===== config.mk =====
export PLATFORM = sky130hd
export DESIGN_NAME = arc_top
export DESIGN_NICKNAME = d
export VERILOG_FILES = /design/src/design/arc_top.v
export VERILOG_INCLUDE_DIRS = /design/src /design/src/inc
export SDC_FILE = /design/constraint.sdc
export NUM_CORES = 1
export LEC_CHECK = 0
export BUFFER_PORTS_ARGS = -buffer_cell sky130_fd_sc_hd__buf_2
export CORE_AREA = 2 2 155 157
export CTS_CLUSTER_DIAMETER = 80
export DETAILED_ROUTE_END_ITERATION = 8
export DIE_AREA = 0 0 157 159
export RECOVER_POWER = 100
export SLEW_MARGIN = 10
export SYNTH_ARGS = -nofsm -noshare
export SYNTH_HDL_FRONTEND = slang
export SYNTH_SLANG_ARGS = --single-unit

===== constraint.sdc =====
create_clock -name i_clock -period 3.5 [get_ports i_clock]
set_input_delay 0.7 -clock i_clock [delete_from_list [all_inputs] [get_ports i_clock]]
set_output_delay 0.7 -clock i_clock [all_outputs]
set_load 0.05 [all_outputs]

===== src/inc/arc_consts.vh =====
// Constants for the converter rate and clock control block
`ifndef ARC_CONSTS_VH
`define ARC_CONSTS_VH

// Clock rates in Hz and phase accumulator width
`define ARC_CLK_HZ 40000000
`define ARC_OSC60_HZ 2457600
`define ARC_OSC50_HZ 2048000
`define ARC_ACC_W 24

// Sampling clock is the system clock divided by ten
`define ARC_FS_DIV 4'ha

// Command byte fields
`define ARC_CMD_START 7
`define ARC_CMD_REG 6
`define ARC_CMD_RW 0

// Register addresses carried in the command byte
`define ARC_ADDR_CTRL_ONE 3'h0
`define ARC_ADDR_GPIO 3'h1
`define ARC_ADDR_DATA 3'h2
`define ARC_ADDR_STAT 3'h3

// Fields, write mask and reset value of control_reg_one, then GPIO and synchroniser reset values
`define ARC_C1_SCYC 1
`define ARC_C1_BUF 3
`define ARC_C1_EXT 5
`define ARC_C1_UNI 6
`define ARC_C1_LINE_FREQ 7
`define ARC_C1_MASK 8'hea
`define ARC_C1_RST 8'h02
`define ARC_GPIO_RST 8'h00
`define ARC_SYNC_RST 8'h02

// Serial frame lengths, last bit index
`define ARC_LAST_BYTE 5'h07
`define ARC_LAST_DATA 5'h17

// Conversion periods in sampling ticks, continuous mode
`define ARC_N_C4 18'h01000
`define ARC_N_C5 18'h00800
`define ARC_N_C6 18'h00400
`define ARC_N_C7 18'h00200

// Conversion periods in sampling ticks, single-cycle mode
`define ARC_N_S0 18'h3c000
`define ARC_N_S1 18'h18000
`define ARC_N_S2 18'h0c000
`define ARC_N_S3 18'h06000
`define ARC_N_S4 18'h04000
`define ARC_N_S5 18'h02000
`define ARC_N_S6 18'h01000
`define ARC_N_S7 18'h00800

`endif


===== src/design/arc_top.v =====
// Serial port, GPIO, clock selection and rate timing of the converter
// Overview of operation
// - Serial input bits are captured on rising serial clock edges.
// - Ready/data output drives low while a new result waits, else carries read data.
// - Ready/data output changes only on falling chip select and falling serial clock edges.
// - Chip select is active low; serial traffic is ignored while it is high.
// - External clock select bit takes the system clock from the external clock pin.
// - Data rate scales with whatever clock frequency is supplied.
// - Four general-purpose pins, direction and level set by a serial register.
// - Buffer bit in control register one enables or bypasses the input buffer.
// - Polarity bit selects unipolar or bipolar transfer function.
// - Line frequency bit picks 2.4576 MHz (clear) or 2.048 MHz (set) oscillator.
// - Sampling frequency is one tenth of the system clock.
// - Core clock runs the state machine; the system clock is divided for all timing.
// - Continuous codes 100..111 give 60..480 sps, or 50..400 sps.
// - Single-cycle codes 000..111 give 1..120 sps, or 0.833..100 sps.
// - Single-cycle bit clear means continuous, set means single-cycle conversion.
// - Rate field travels in the command byte, not in a control register.
`timescale 1ns/1ps
`include "arc_consts.vh"

module arc_top (
	// Clock and reset
	input wire i_clock,
	input wire i_rstn,
	// Serial port pins
	input wire i_sclk,
	input wire i_cs_n,
	input wire i_din,
	output reg o_rdy_dout,
	output reg o_rdy_dout_oe,
	// External system clock pin
	input wire i_ext_clock,
	// General-purpose pins
	input wire [3:0] i_gpio,
	output reg [3:0] o_gpio,
	output reg [3:0] o_gpio_oe,
	// Conversion results from the filter
	input wire [23:0] i_result_data,
	input wire i_result_valid,
	output reg o_result_ready,
	// Analog and timing controls
	output reg o_input_buffer_enable,
	output reg o_unipolar_select,
	output reg o_line_freq_select,
	output reg o_sample_tick,
	output reg o_conv_strobe,
	output reg o_conv_busy
);

	// Phase increments derived from the oscillator and core clock rates
	localparam [63:0] INC60_W = (64'd`ARC_OSC60_HZ << `ARC_ACC_W) / 64'd`ARC_CLK_HZ;
	localparam [63:0] INC50_W = (64'd`ARC_OSC50_HZ << `ARC_ACC_W) / 64'd`ARC_CLK_HZ;
	localparam [23:0] INC60 = INC60_W[23:0];
	localparam [23:0] INC50 = INC50_W[23:0];
	// Serial state machine codes
	localparam [1:0] ST_IDLE = 2'h0;
	localparam [1:0] ST_CMD = 2'h1;
	localparam [1:0] ST_WR = 2'h2;
	localparam [1:0] ST_RD = 2'h3;
	reg [7:0] sync1_r;
	reg [7:0] sync2_r;
	reg sclk_q_r;
	reg cs_q_r;
	reg ext_q_r;
	reg [7:0] control_reg_one_r;
	reg [7:0] gpio_ctrl_r;
	reg [23:0] acc_r;
	reg src_ext_r;
	reg [3:0] fs_cnt_r;
	reg [17:0] conv_cnt_r;
	reg [2:0] rate_r;
	reg scyc_r;
	reg [23:0] mem_r [0:1];
	reg wr_ptr_r;
	reg rd_ptr_r;
	reg [1:0] cnt_r;
	reg [1:0] cnt_nxt;
	reg [1:0] st_r;
	reg [4:0] bit_cnt_r;
	reg [7:0] sh_in_r;
	reg [23:0] sh_out_r;
	reg [2:0] addr_r;
	reg conv_go_r;
	reg [2:0] go_rate_r;
	reg pop_r;
	wire sclk_rise;
	wire sclk_fall;
	wire cs_low;
	wire cs_fall;
	wire ext_rise;
	wire [24:0] acc_sum;
	wire int_tick;
	wire sys_tick;
	wire samp_tick;
	wire push;
	wire pop;
	wire [7:0] cmd_byte;
	wire [17:0] period;
	// Conversion length in sampling ticks, so the rate follows the clock
	function [17:0] arc_period;
		input scyc;
		input [2:0] rate;
		begin
			case ({scyc, rate})
				4'h4: arc_period = `ARC_N_C4;
				4'h5: arc_period = `ARC_N_C5;
				4'h6: arc_period = `ARC_N_C6;
				4'h7: arc_period = `ARC_N_C7;
				4'h8: arc_period = `ARC_N_S0;
				4'h9: arc_period = `ARC_N_S1;
				4'ha: arc_period = `ARC_N_S2;
				4'hb: arc_period = `ARC_N_S3;
				4'hc: arc_period = `ARC_N_S4;
				4'hd: arc_period = `ARC_N_S5;
				4'he: arc_period = `ARC_N_S6;
				4'hf: arc_period = `ARC_N_S7;
				default: arc_period = `ARC_N_C4;
			endcase
		end
	endfunction
	// Two-stage synchronisers for every pin input
	always @(posedge i_clock or negedge i_rstn) begin
		if (!i_rstn) begin
			sync1_r <= `ARC_SYNC_RST;
			sync2_r <= `ARC_SYNC_RST;
			sclk_q_r <= 1'b0;
			cs_q_r <= 1'b1;
			ext_q_r <= 1'b0;
		end else begin
			sync1_r <= {i_gpio, i_ext_clock, i_din, i_cs_n, i_sclk};
			sync2_r <= sync1_r;
			sclk_q_r <= sync2_r[0];
			cs_q_r <= sync2_r[1];
			ext_q_r <= sync2_r[3];
		end
	end
	// Edge detection on synchronised pins only
	assign cs_low = ~sync2_r[1];
	assign cs_fall = cs_low & cs_q_r;
	assign sclk_rise = cs_low & sync2_r[0] & ~sclk_q_r;
	assign sclk_fall = cs_low & ~sync2_r[0] & sclk_q_r;
	assign ext_rise = sync2_r[3] & ~ext_q_r;
	// Internal oscillator model: phase accumulator carry gives one tick per cycle
	assign acc_sum = {1'b0, acc_r} + {1'b0, control_reg_one_r[`ARC_C1_LINE_FREQ] ? INC50 : INC60};
	assign int_tick = acc_sum[24];
	assign sys_tick = src_ext_r ? ext_rise : int_tick;
	assign samp_tick = sys_tick & (fs_cnt_r == `ARC_FS_DIV - 4'h1);
	// Source is switched only on a tick of the old source, so no runt cycle
	always @(posedge i_clock or negedge i_rstn) begin
		if (!i_rstn) begin
			acc_r <= 24'h000000;
			src_ext_r <= 1'b0;
			fs_cnt_r <= 4'h0;
			o_sample_tick <= 1'b0;
		end else begin
			acc_r <= acc_sum[23:0];
			if (sys_tick && (src_ext_r != control_reg_one_r[`ARC_C1_EXT])) begin
				src_ext_r <= control_reg_one_r[`ARC_C1_EXT];
			end
			if (sys_tick) begin
				fs_cnt_r <= samp_tick ? 4'h0 : fs_cnt_r + 4'h1;
			end
			o_sample_tick <= samp_tick;
		end
	end
	// Conversion timing: counts sampling ticks, so rate scales with the clock
	assign period = arc_period(scyc_r, rate_r);
	always @(posedge i_clock or negedge i_rstn) begin
		if (!i_rstn) begin
			conv_cnt_r <= 18'h00000;
			rate_r <= 3'h0;
			scyc_r <= 1'b1;
			o_conv_busy <= 1'b0;
			o_conv_strobe <= 1'b0;
		end else begin
			o_conv_strobe <= 1'b0;
			if (conv_go_r) begin
				rate_r <= go_rate_r;
				scyc_r <= control_reg_one_r[`ARC_C1_SCYC];
				conv_cnt_r <= 18'h00000;
				o_conv_busy <= 1'b1;
			end else if (o_conv_busy && samp_tick) begin
				if (conv_cnt_r == period - 18'h00001) begin
					conv_cnt_r <= 18'h00000;
					o_conv_strobe <= 1'b1;
					if (scyc_r) begin
						o_conv_busy <= 1'b0;
					end
				end else begin
					conv_cnt_r <= conv_cnt_r + 18'h00001;
				end
			end
		end
	end
	// Two-entry result buffer; a full buffer holds off the filter
	assign push = i_result_valid & o_result_ready;
	assign pop = pop_r & (cnt_r != 2'h0);
	always @* begin
		cnt_nxt = cnt_r;
		if (push && !pop) begin
			cnt_nxt = cnt_r + 2'h1;
		end else if (pop && !push) begin
			cnt_nxt = cnt_r - 2'h1;
		end
	end
	// Storage and occupancy; ready is registered, so it frees one cycle after a pop
	always @(posedge i_clock or negedge i_rstn) begin
		if (!i_rstn) begin
			wr_ptr_r <= 1'b0;
			rd_ptr_r <= 1'b0;
			cnt_r <= 2'h0;
			o_result_ready <= 1'b1;
			mem_r[0] <= 24'h000000;
			mem_r[1] <= 24'h000000;
		end else begin
			if (push) begin
				mem_r[wr_ptr_r] <= i_result_data;
				wr_ptr_r <= ~wr_ptr_r;
			end
			if (pop) begin
				rd_ptr_r <= ~rd_ptr_r;
			end
			cnt_r <= cnt_nxt;
			o_result_ready <= (cnt_nxt != 2'h2);
		end
	end

	// Serial engine: commands, register access and ready/data output
	assign cmd_byte = {sh_in_r[6:0], sync2_r[2]};
	always @(posedge i_clock or negedge i_rstn) begin
		if (!i_rstn) begin
			st_r <= ST_IDLE;
			bit_cnt_r <= 5'h00;
			sh_in_r <= 8'h00;
			sh_out_r <= 24'h000000;
			addr_r <= 3'h0;
			conv_go_r <= 1'b0;
			go_rate_r <= 3'h0;
			pop_r <= 1'b0;
			control_reg_one_r <= `ARC_C1_RST;
			gpio_ctrl_r <= `ARC_GPIO_RST;
			o_rdy_dout <= 1'b1;
			o_rdy_dout_oe <= 1'b0;
		end else begin
			conv_go_r <= 1'b0;
			pop_r <= 1'b0;
			if (!cs_low) begin
				st_r <= ST_IDLE;
				o_rdy_dout_oe <= 1'b0;
			end else if (cs_fall) begin
				st_r <= ST_CMD;
				bit_cnt_r <= 5'h00;
				o_rdy_dout <= (cnt_r == 2'h0);
				o_rdy_dout_oe <= 1'b1;
			end else begin
				// Output moves on falling edges so the host samples on rising ones
				if (sclk_fall) begin
					if (st_r == ST_RD) begin
						o_rdy_dout <= sh_out_r[23];
						sh_out_r <= {sh_out_r[22:0], 1'b0};
					end else begin
						o_rdy_dout <= (cnt_r == 2'h0);
					end
				end
				if (sclk_rise) begin
					sh_in_r <= cmd_byte;
					bit_cnt_r <= bit_cnt_r + 5'h01;
					case (st_r)
						ST_CMD: begin
							if (bit_cnt_r == `ARC_LAST_BYTE) begin
								bit_cnt_r <= 5'h00;
								addr_r <= cmd_byte[3:1];
								if (!cmd_byte[`ARC_CMD_START]) begin
									st_r <= ST_IDLE;
								end else if (!cmd_byte[`ARC_CMD_REG]) begin
									conv_go_r <= 1'b1;
									go_rate_r <= cmd_byte[2:0];
									st_r <= ST_IDLE;
								end else if (cmd_byte[`ARC_CMD_RW]) begin
									st_r <= ST_RD;
									case (cmd_byte[3:1])
										`ARC_ADDR_CTRL_ONE: sh_out_r <= {control_reg_one_r, 16'h0000};
										`ARC_ADDR_GPIO: sh_out_r <= {gpio_ctrl_r[7:4], sync2_r[7:4], 16'h0000};
										`ARC_ADDR_DATA: sh_out_r <= (cnt_r == 2'h0) ? 24'h000000 : mem_r[rd_ptr_r];
										`ARC_ADDR_STAT: sh_out_r <= {cnt_r, o_conv_busy, scyc_r, src_ext_r, rate_r, 16'h0000};
										default: sh_out_r <= 24'h000000;
									endcase
								end else begin
									st_r <= ST_WR;
								end
							end
						end
						ST_WR: begin
							if (bit_cnt_r == `ARC_LAST_BYTE) begin
								st_r <= ST_IDLE;
								if (addr_r == `ARC_ADDR_CTRL_ONE) begin
									control_reg_one_r <= cmd_byte & `ARC_C1_MASK;
								end else if (addr_r == `ARC_ADDR_GPIO) begin
									gpio_ctrl_r <= cmd_byte;
								end
							end
						end
						ST_RD: begin
							if (bit_cnt_r == ((addr_r == `ARC_ADDR_DATA) ? `ARC_LAST_DATA : `ARC_LAST_BYTE)) begin
								st_r <= ST_IDLE;
								pop_r <= (addr_r == `ARC_ADDR_DATA);
							end
						end
						default: begin
							st_r <= ST_IDLE;
						end
					endcase
				end
			end
		end
	end

	// Configuration fields to the analog side and GPIO pins, all registered
	always @(posedge i_clock or negedge i_rstn) begin
		if (!i_rstn) begin
			o_input_buffer_enable <= 1'b0;
			o_unipolar_select <= 1'b0;
			o_line_freq_select <= 1'b0;
			o_gpio <= 4'h0;
			o_gpio_oe <= 4'h0;
		end else begin
			o_input_buffer_enable <= control_reg_one_r[`ARC_C1_BUF];
			o_unipolar_select <= control_reg_one_r[`ARC_C1_UNI];
			o_line_freq_select <= control_reg_one_r[`ARC_C1_LINE_FREQ];
			o_gpio <= gpio_ctrl_r[3:0];
			o_gpio_oe <= gpio_ctrl_r[7:4];
		end
	end

endmodule


==> run metrics, run 1 <==
status=finished with violations; failing checks=max-capacitance violations, max-slew violations; DR top layer=met4; Hold Crit Class=flop to flop; vias per inst=5.23; met2 wire length=8750 um; WL/cell=15.8 um; Slew @ Worst Pin=2200 ps; final worst slack=334 ps; Ant. Diodes=0; CTS tree=yes; Gate Count Post-Synth=812; clk buf depth=2; static leakage=0.00448 uW; first-pass GRT wire length=31700 um; post-CTS sizing=0; R2R Setup Slk=330 ps; clock sinks=198; area share of the largest cell type after synthesis=52.2%; Commonest cells post-synth=dfrtp_1 (191), mux2_2 (77), nor2_1 (62); Filler cells=2185; WL final=18800 um; crit path max fanout=16; clock buffer count from CTS=17; Root Driver=clkbuf_16; Clk Latency, worst-skew pair=440 ps; largest net degree at the start of global routing=88; postcts setup bufs=0; share of layout cells above drive strength 1=19.2%; syn avg cell area=11.3 um2; initial antenna violation count=0; core box area=23200 um2; final hold viol count=0; Area Growth Syn to Fin=13.0%; Yosys reg bits=198; met3 wire len=556 um; number of synthesized flops with an enable pin=0; wl on met1=9240 um; Synth async-reset ratio=100%; Seq. cell area=4960 um2; number of DRC markers in iteration 0=241; TritonRoute pass-1 iters=5; Layout Nets=912; Die X=157 um; Distinct cells, synth=68; most common cell in the netlist=dfrtp_1; MaxCap Viol Count=3; Post-DP HPWL=12700 um; yosys warns=0; CP endpoint kind=flop; area occupied by multi-input gates=3950 um2; prevailing post-synth register cell=dfrtp_1; post-synthesis sequential area ratio=54.2%; Switching Fraction=29.0%; clock-pin slew on the worst setup and hold paths=80 ps; Die Y=159 um; Max Slew Vio Count=139; CP Class=flop to flop; clock group share of total power=35.6%; worst slack at placement=330 ps; Tot GR Track Use=15.7%; Critical Path Start Type=flop; H-tree levels=4; Routed Antenna Nets=0; die area=25000 um2; RSZ-0062 raised after global routing=false; Ports=52; hold buffers post-CTS=0; Required @ worst endpoint=3860 ps; # DRC=0; post-synthesis cell area=9150 um2; final design utilization=44.6%; top post-synthesis cells by area=dfrtp_1 (52%), mux2_2 (9.5%), mux2i_1 (3.9%); f_max=316 MHz; Max-slew headroom=-46.9%; Via Count=6236; vias in the first global route=6139; Initial Util=39.5%; WP data arrival=3520 ps; Net Sw Power=1690 uW; period utilization=90.5%; grt ovf=0; P_int=4120 uW; sequential share of power=48.6%; VDD IR max=0.403 mV; Syn Nets=864; Buffers on Ports=51; final setup TNS=0 ps; combinational power share=15.8%; skew final=14.1 ps; FP Rows=56; Pwr per Cell Area=561 nW/um2; post-synth top area cell=dfrtp_1; setup violators final=0; Final GP Congestion=0.851; fin crit period=3170 ps
-- logic make-up (layout without fill, tap and decap cells) --
| logic type | count (synthesis) | in the layout | synth area share (%) |
|---|---|---|---|
| and+or+nand+nor | 234 | 234 | 13.2 |
| DFF | 198 | 198 | 54.2 |
| AOI/OAI and AO/OA | 161 | 161 | 10.9 |
| muxes | 113 | 113 | 13.4 |
| buffers and inverters | 54 | 115 | 2.49 |
| xor gates and xnor gates | 34 | 34 | 3.25 |
| adders and majority gates | 18 | 18 | 2.43 |
-- worst paths after layout --
check | end | from | depth (start not counted)
max | sh_out_r[18] | bit_cnt_r[0] | 7
min in group asynchronous | o_sample_tick | i_rstn | 1
min | sync2_r[7] | sync1_r[7] | 0
max in group asynchronous | acc_r[10] | i_rstn | 2
max reg2reg | sh_out_r[18] | bit_cnt_r[0] | 7
min reg2reg | sync2_r[7] | sync1_r[7] | 0
-- layout by cell type (no fill, tap or decap), types with 4 or more instances in the layout --
cell and count:
ha_1 17, dfrtp_1 191, nor3b_1 5, nand4_1 9
a21o_1 4, clkinv_8 6, xor2_1 13, nand2_1 58
a21oi_1 38, clkbuf_1 22, inv_12 4, nand3_1 20
mux2i_1 36, clkbuf_16 17, buf_4 9, o31ai_1 4
nand2b_1 7, nor2b_1 7, a31oi_1 17, and3_1 8
dfstp_2 4, xnor2_1 21, o21a_1 9, nor3_1 13
nor2_1 62, o211ai_1 6, or3_1 5, inv_1 15
buf_2 33, o21ai_0 47, o22ai_1 10, nor4_1 10
mux2_2 77, nand4b_1 8
-- registers in the layout (all words and copies together), names as in the netlist, 2 cells and up --
name and flops:
o_gpio_oe 4, addr_r 3, gpio_ctrl_r 8, sh_in_r 7, o_gpio 4, mem_r 48
sync2_r 8, st_r 2, sh_out_r 24, conv_cnt_r 18, bit_cnt_r 5, fs_cnt_r 4
sync1_r 8, go_rate_r 3, rate_r 3, control_reg_one_r 5, cnt_r 2, acc_r 24
-- worst max-delay path: stages, from the launching register on --
cell and delay [ps]:
dfrtp_1 390, ha_1 270, nand3b_2 130, or3_1 410, or4_1 800, a21oi_1 860, nor2_1 80, a21oi_1 150
-- stage by stage --
| step | total power, uW | instances | area [um2] | hold slack [ps] |
|---|---|---|---|---|
| after floorplan | 3510 | 812 | 9150 | 331 |
| after global placement | 3770 | 1160 | 9790 | 333 |
| after detailed placement | 3810 | 1160 | 9790 | 335 |
| after CTS | 5890 | 1192 | 10400 | 333 |
| after global routing | 6110 | 1192 | 10300 | 339 |
| final | 5800 | 1192 | 10300 | 351 |
-- power by group through the flow --
stage	clock (uW)	sequential [uW]	combinational (uW)
after floorplan	0	2850	661
after global placement	0	2860	916
after detailed placement	0	2870	938
after CTS	2120	2830	940
after global routing	2230	2870	1010
final	2070	2820	915
-- final cells by class --
cell class / count / area share (%)
clock inverter: 15 / 2.07
timing repair buffer: 68 / 3.27
tap: 319 / 3.86
clock buffer: 17 / 4.11
inverter: 15 / 0.544
multi-input combinational: 560 / 38.2
sequential: 198 / 48.0
-- layer usage --
layer	global-route usage (%)	up-vias
li1	-	3034
met1	22.7	3095
met2	24.4	86
met3	3.02	21
met4	3.92	0
met5	0	-
Note: power is estimated with default switching activity, not from simulation.
==> inputs of run 2 (changes only) <==
--- a/config.mk
+++ b/config.mk
@@ -11,7 +11,6 @@
 export CTS_CLUSTER_DIAMETER = 80
 export DETAILED_ROUTE_END_ITERATION = 8
 export DIE_AREA = 0 0 157 159
-export RECOVER_POWER = 100
 export SLEW_MARGIN = 10
 export SYNTH_ARGS = -nofsm -noshare
 export SYNTH_HDL_FRONTEND = slang
==> run 2 against run 1 <==
  * The flow now finishes without violations
  * Combinational power is essentially flat
  * Global-route usage unchanged
  * Sequential cell count is the same
==> run metrics, run 2 (synthesis results as in run 1) <==
Reg with most FFs=mem_r; worst hold slack=285 ps (-65.5 ps); VDD IR max=0.403 mV (about the same); H-tree levels=4 (unchanged); period utilization=88.5% (-1.9 points); clock-pin slew on the worst setup and hold paths=80 ps (about the same); Required @ worst endpoint=3850 ps (about the same); crit path max fanout=11 (-5); Slew @ Worst Pin=867 ps (-1340 ps); core box area=23200 um2 (unchanged); Switching Fraction=29.0% (-0.039 points); Tot GR Track Use=15.7% (unchanged); vias in the first global route=6139 (unchanged); Via Count=6213 (-0.37%); Buffers on Ports=51 (unchanged); CP Class=flop to flop; Max Slew Vio Count=0 (-100%); fin crit period=3100 ps (-67.2 ps); skew final=23.3 ps (+9.24 ps); status=complete, no violations; Max-slew headroom=42.1% (+89 points); critical path, cell by cell=inv_1, ha_1, a21o_1, a211o_1, nand4bb_1, a32o_1, nand3_1, buf_4, o21ai_0, a21oi_1; Initial Util=39.5% (unchanged); largest net degree at the start of global routing=88 (unchanged); Final GP Congestion=0.851 (unchanged); WL final=18700 um (-0.38%); WL/cell=15.7 um (-0.38%); combinational power share=15.8% (about the same); dpl cell area=9790 um2 (unchanged); clock sinks=198 (unchanged); vias per inst=5.21 (-0.37%); MaxCap Viol Count=0 (-3); share of layout cells above drive strength 1=22.6% (+3.3 points); CP max stage delay=500 ps (-360 ps); final setup TNS=0 ps (unchanged); Layout Nets=912 (unchanged); number of DRC markers in iteration 0=223 (-7.5%); Critical Path Start Type=flop; RR Startpoint=control_reg_one_r[7]; FP Rows=56 (unchanged); setup violators final=0 (unchanged); CP bufs+invs=2 (+2); Clk Latency, worst-skew pair=450 ps (about the same); clk buf depth=2 (unchanged); initial antenna violation count=0 (unchanged); Routed Antenna Nets=0 (unchanged); CTS tree=yes; commonest non-fill, non-tap cell in the layout=dfrtp_1; Final Cell Area=10400 um2 (+0.85%); final hold viol count=0 (unchanged); grt ovf=0 (unchanged); largest registers=mem_r x48, acc_r x24, sh_out_r x24; f_max=323 MHz (+2.2%); max FFs per register=48 (unchanged); commonest cells after routing, fill and taps aside=dfrtp_1 (191), mux2_2 (77), nor2_1 (62); hold buffers post-CTS=0 (unchanged); clock group share of total power=35.6% (about the same); CP delay by family, top=compound AO/OA/AOI/OAI gates; Post-DP HPWL=12700 um (unchanged); CP endpoint kind=flop; Pwr per Cell Area=556 nW/um2 (-0.85%); RSZ-0062 raised after global routing=false; Root Driver=clkbuf_16; WP data arrival=3450 ps (-70 ps); Net Sw Power=1680 uW (-0.14%); TritonRoute pass-1 iters=5 (unchanged); Hold Crit Class=input pin to asynchronous set/reset pin; Die Y=159 um (unchanged); Ant. Diodes=0 (unchanged); Ports=52 (unchanged); # DRC=0 (unchanged); Final Total Pwr=5800 uW (about the same); die area=25000 um2 (unchanged); static leakage=0.00462 uW (+3.2%); first-pass GRT wire length=31700 um (unchanged); slowest CP cell=dfrtp_1; clock buffer count from CTS=17 (unchanged); P_int=4120 uW (about the same); sequential share of power=48.6% (about the same); Die X=157 um (unchanged); Area Growth Syn to Fin=13.9%; worst slack at placement=330 ps (unchanged); worst setup path start=control_reg_one_r[7]; final worst slack=401 ps (+67.2 ps)
-- run 2: cell types whose count changed in the layout (fill, tap and decap cells not counted), moves of 4 or more --
| cell | change |
|---|---|
| clkbuf_1 | -22 |
| buf_2 | +17 |
| buf_4 | +7 |
| o21ai_0 | -4 |
| o21ai_1 | +4 |
-- run 2: final timing paths --
check | end | slack (ps) | depth (start not counted)
setup / recovery | conv_cnt_r[10] | 400 | 10
hold / removal | o_sample_tick | 290 | 1
setup reg to reg | conv_cnt_r[10] | 400 | 10
hold reg to reg | sync2_r[7] | 350 | 0
max in group asynchronous | o_result_ready | 2270 | 2
min in group i_clock | sync2_r[7] | 350 | 0
-- run 2: cell type report --
cell class | count | area (um2)
timing repair buffer | 68 | 404
multi-input combinational | 560 | 3970
fill | 2162 | 12800
sequential | 198 | 4960
clock buffer | 17 | 425
tap | 319 | 399
inverter | 15 | 56.3
clock inverter | 15 | 214
-- run 2: metal layers --
metal	GRT usage, %	wire [um]	vias to the layer above
li1	-	-	3034
met1	22.7	9200	3082
met2	24.4	8860	85
met3	3.02	509	12
met4	3.92	140	0
met5	0	0	-
-- run 2: power groups by stage --
stage	registers [uW]	clock network [uW]	logic, uW
finish	2820	2070	914
detailed placement	2870	0	938
global placement	2860	0	916
floorplan	2850	0	661
global route	2870	2230	1010
CTS	2830	2120	940
-- run 2: what timing repair did --
action                                  CTS  global route
endpoints found under the setup margin    0             7
hold endpoints to repair                  0             0
gates resized for setup                   0             1
setup buffers                             0             0
-- run 2: stage by stage --
step,util [%],instances
5_1_grt,45.0,1192
3_5_place_dp,42.2,1160
3_3_place_gp,42.2,1160
6_report,45.0,1192
2_1_floorplan,-,812
4_1_cts,45.0,1192
-- run 2: worst reg2reg max path: cells and delay by family, from the launching register on --
kind                     cells  cell delay, ps
AO/OA/AOI/OAI                5            1170
AND/OR/NAND/NOR              2             520
flip-flops                   1             500
buffers and inverters        2             440
adder cells (fa/ha/maj)      1             400
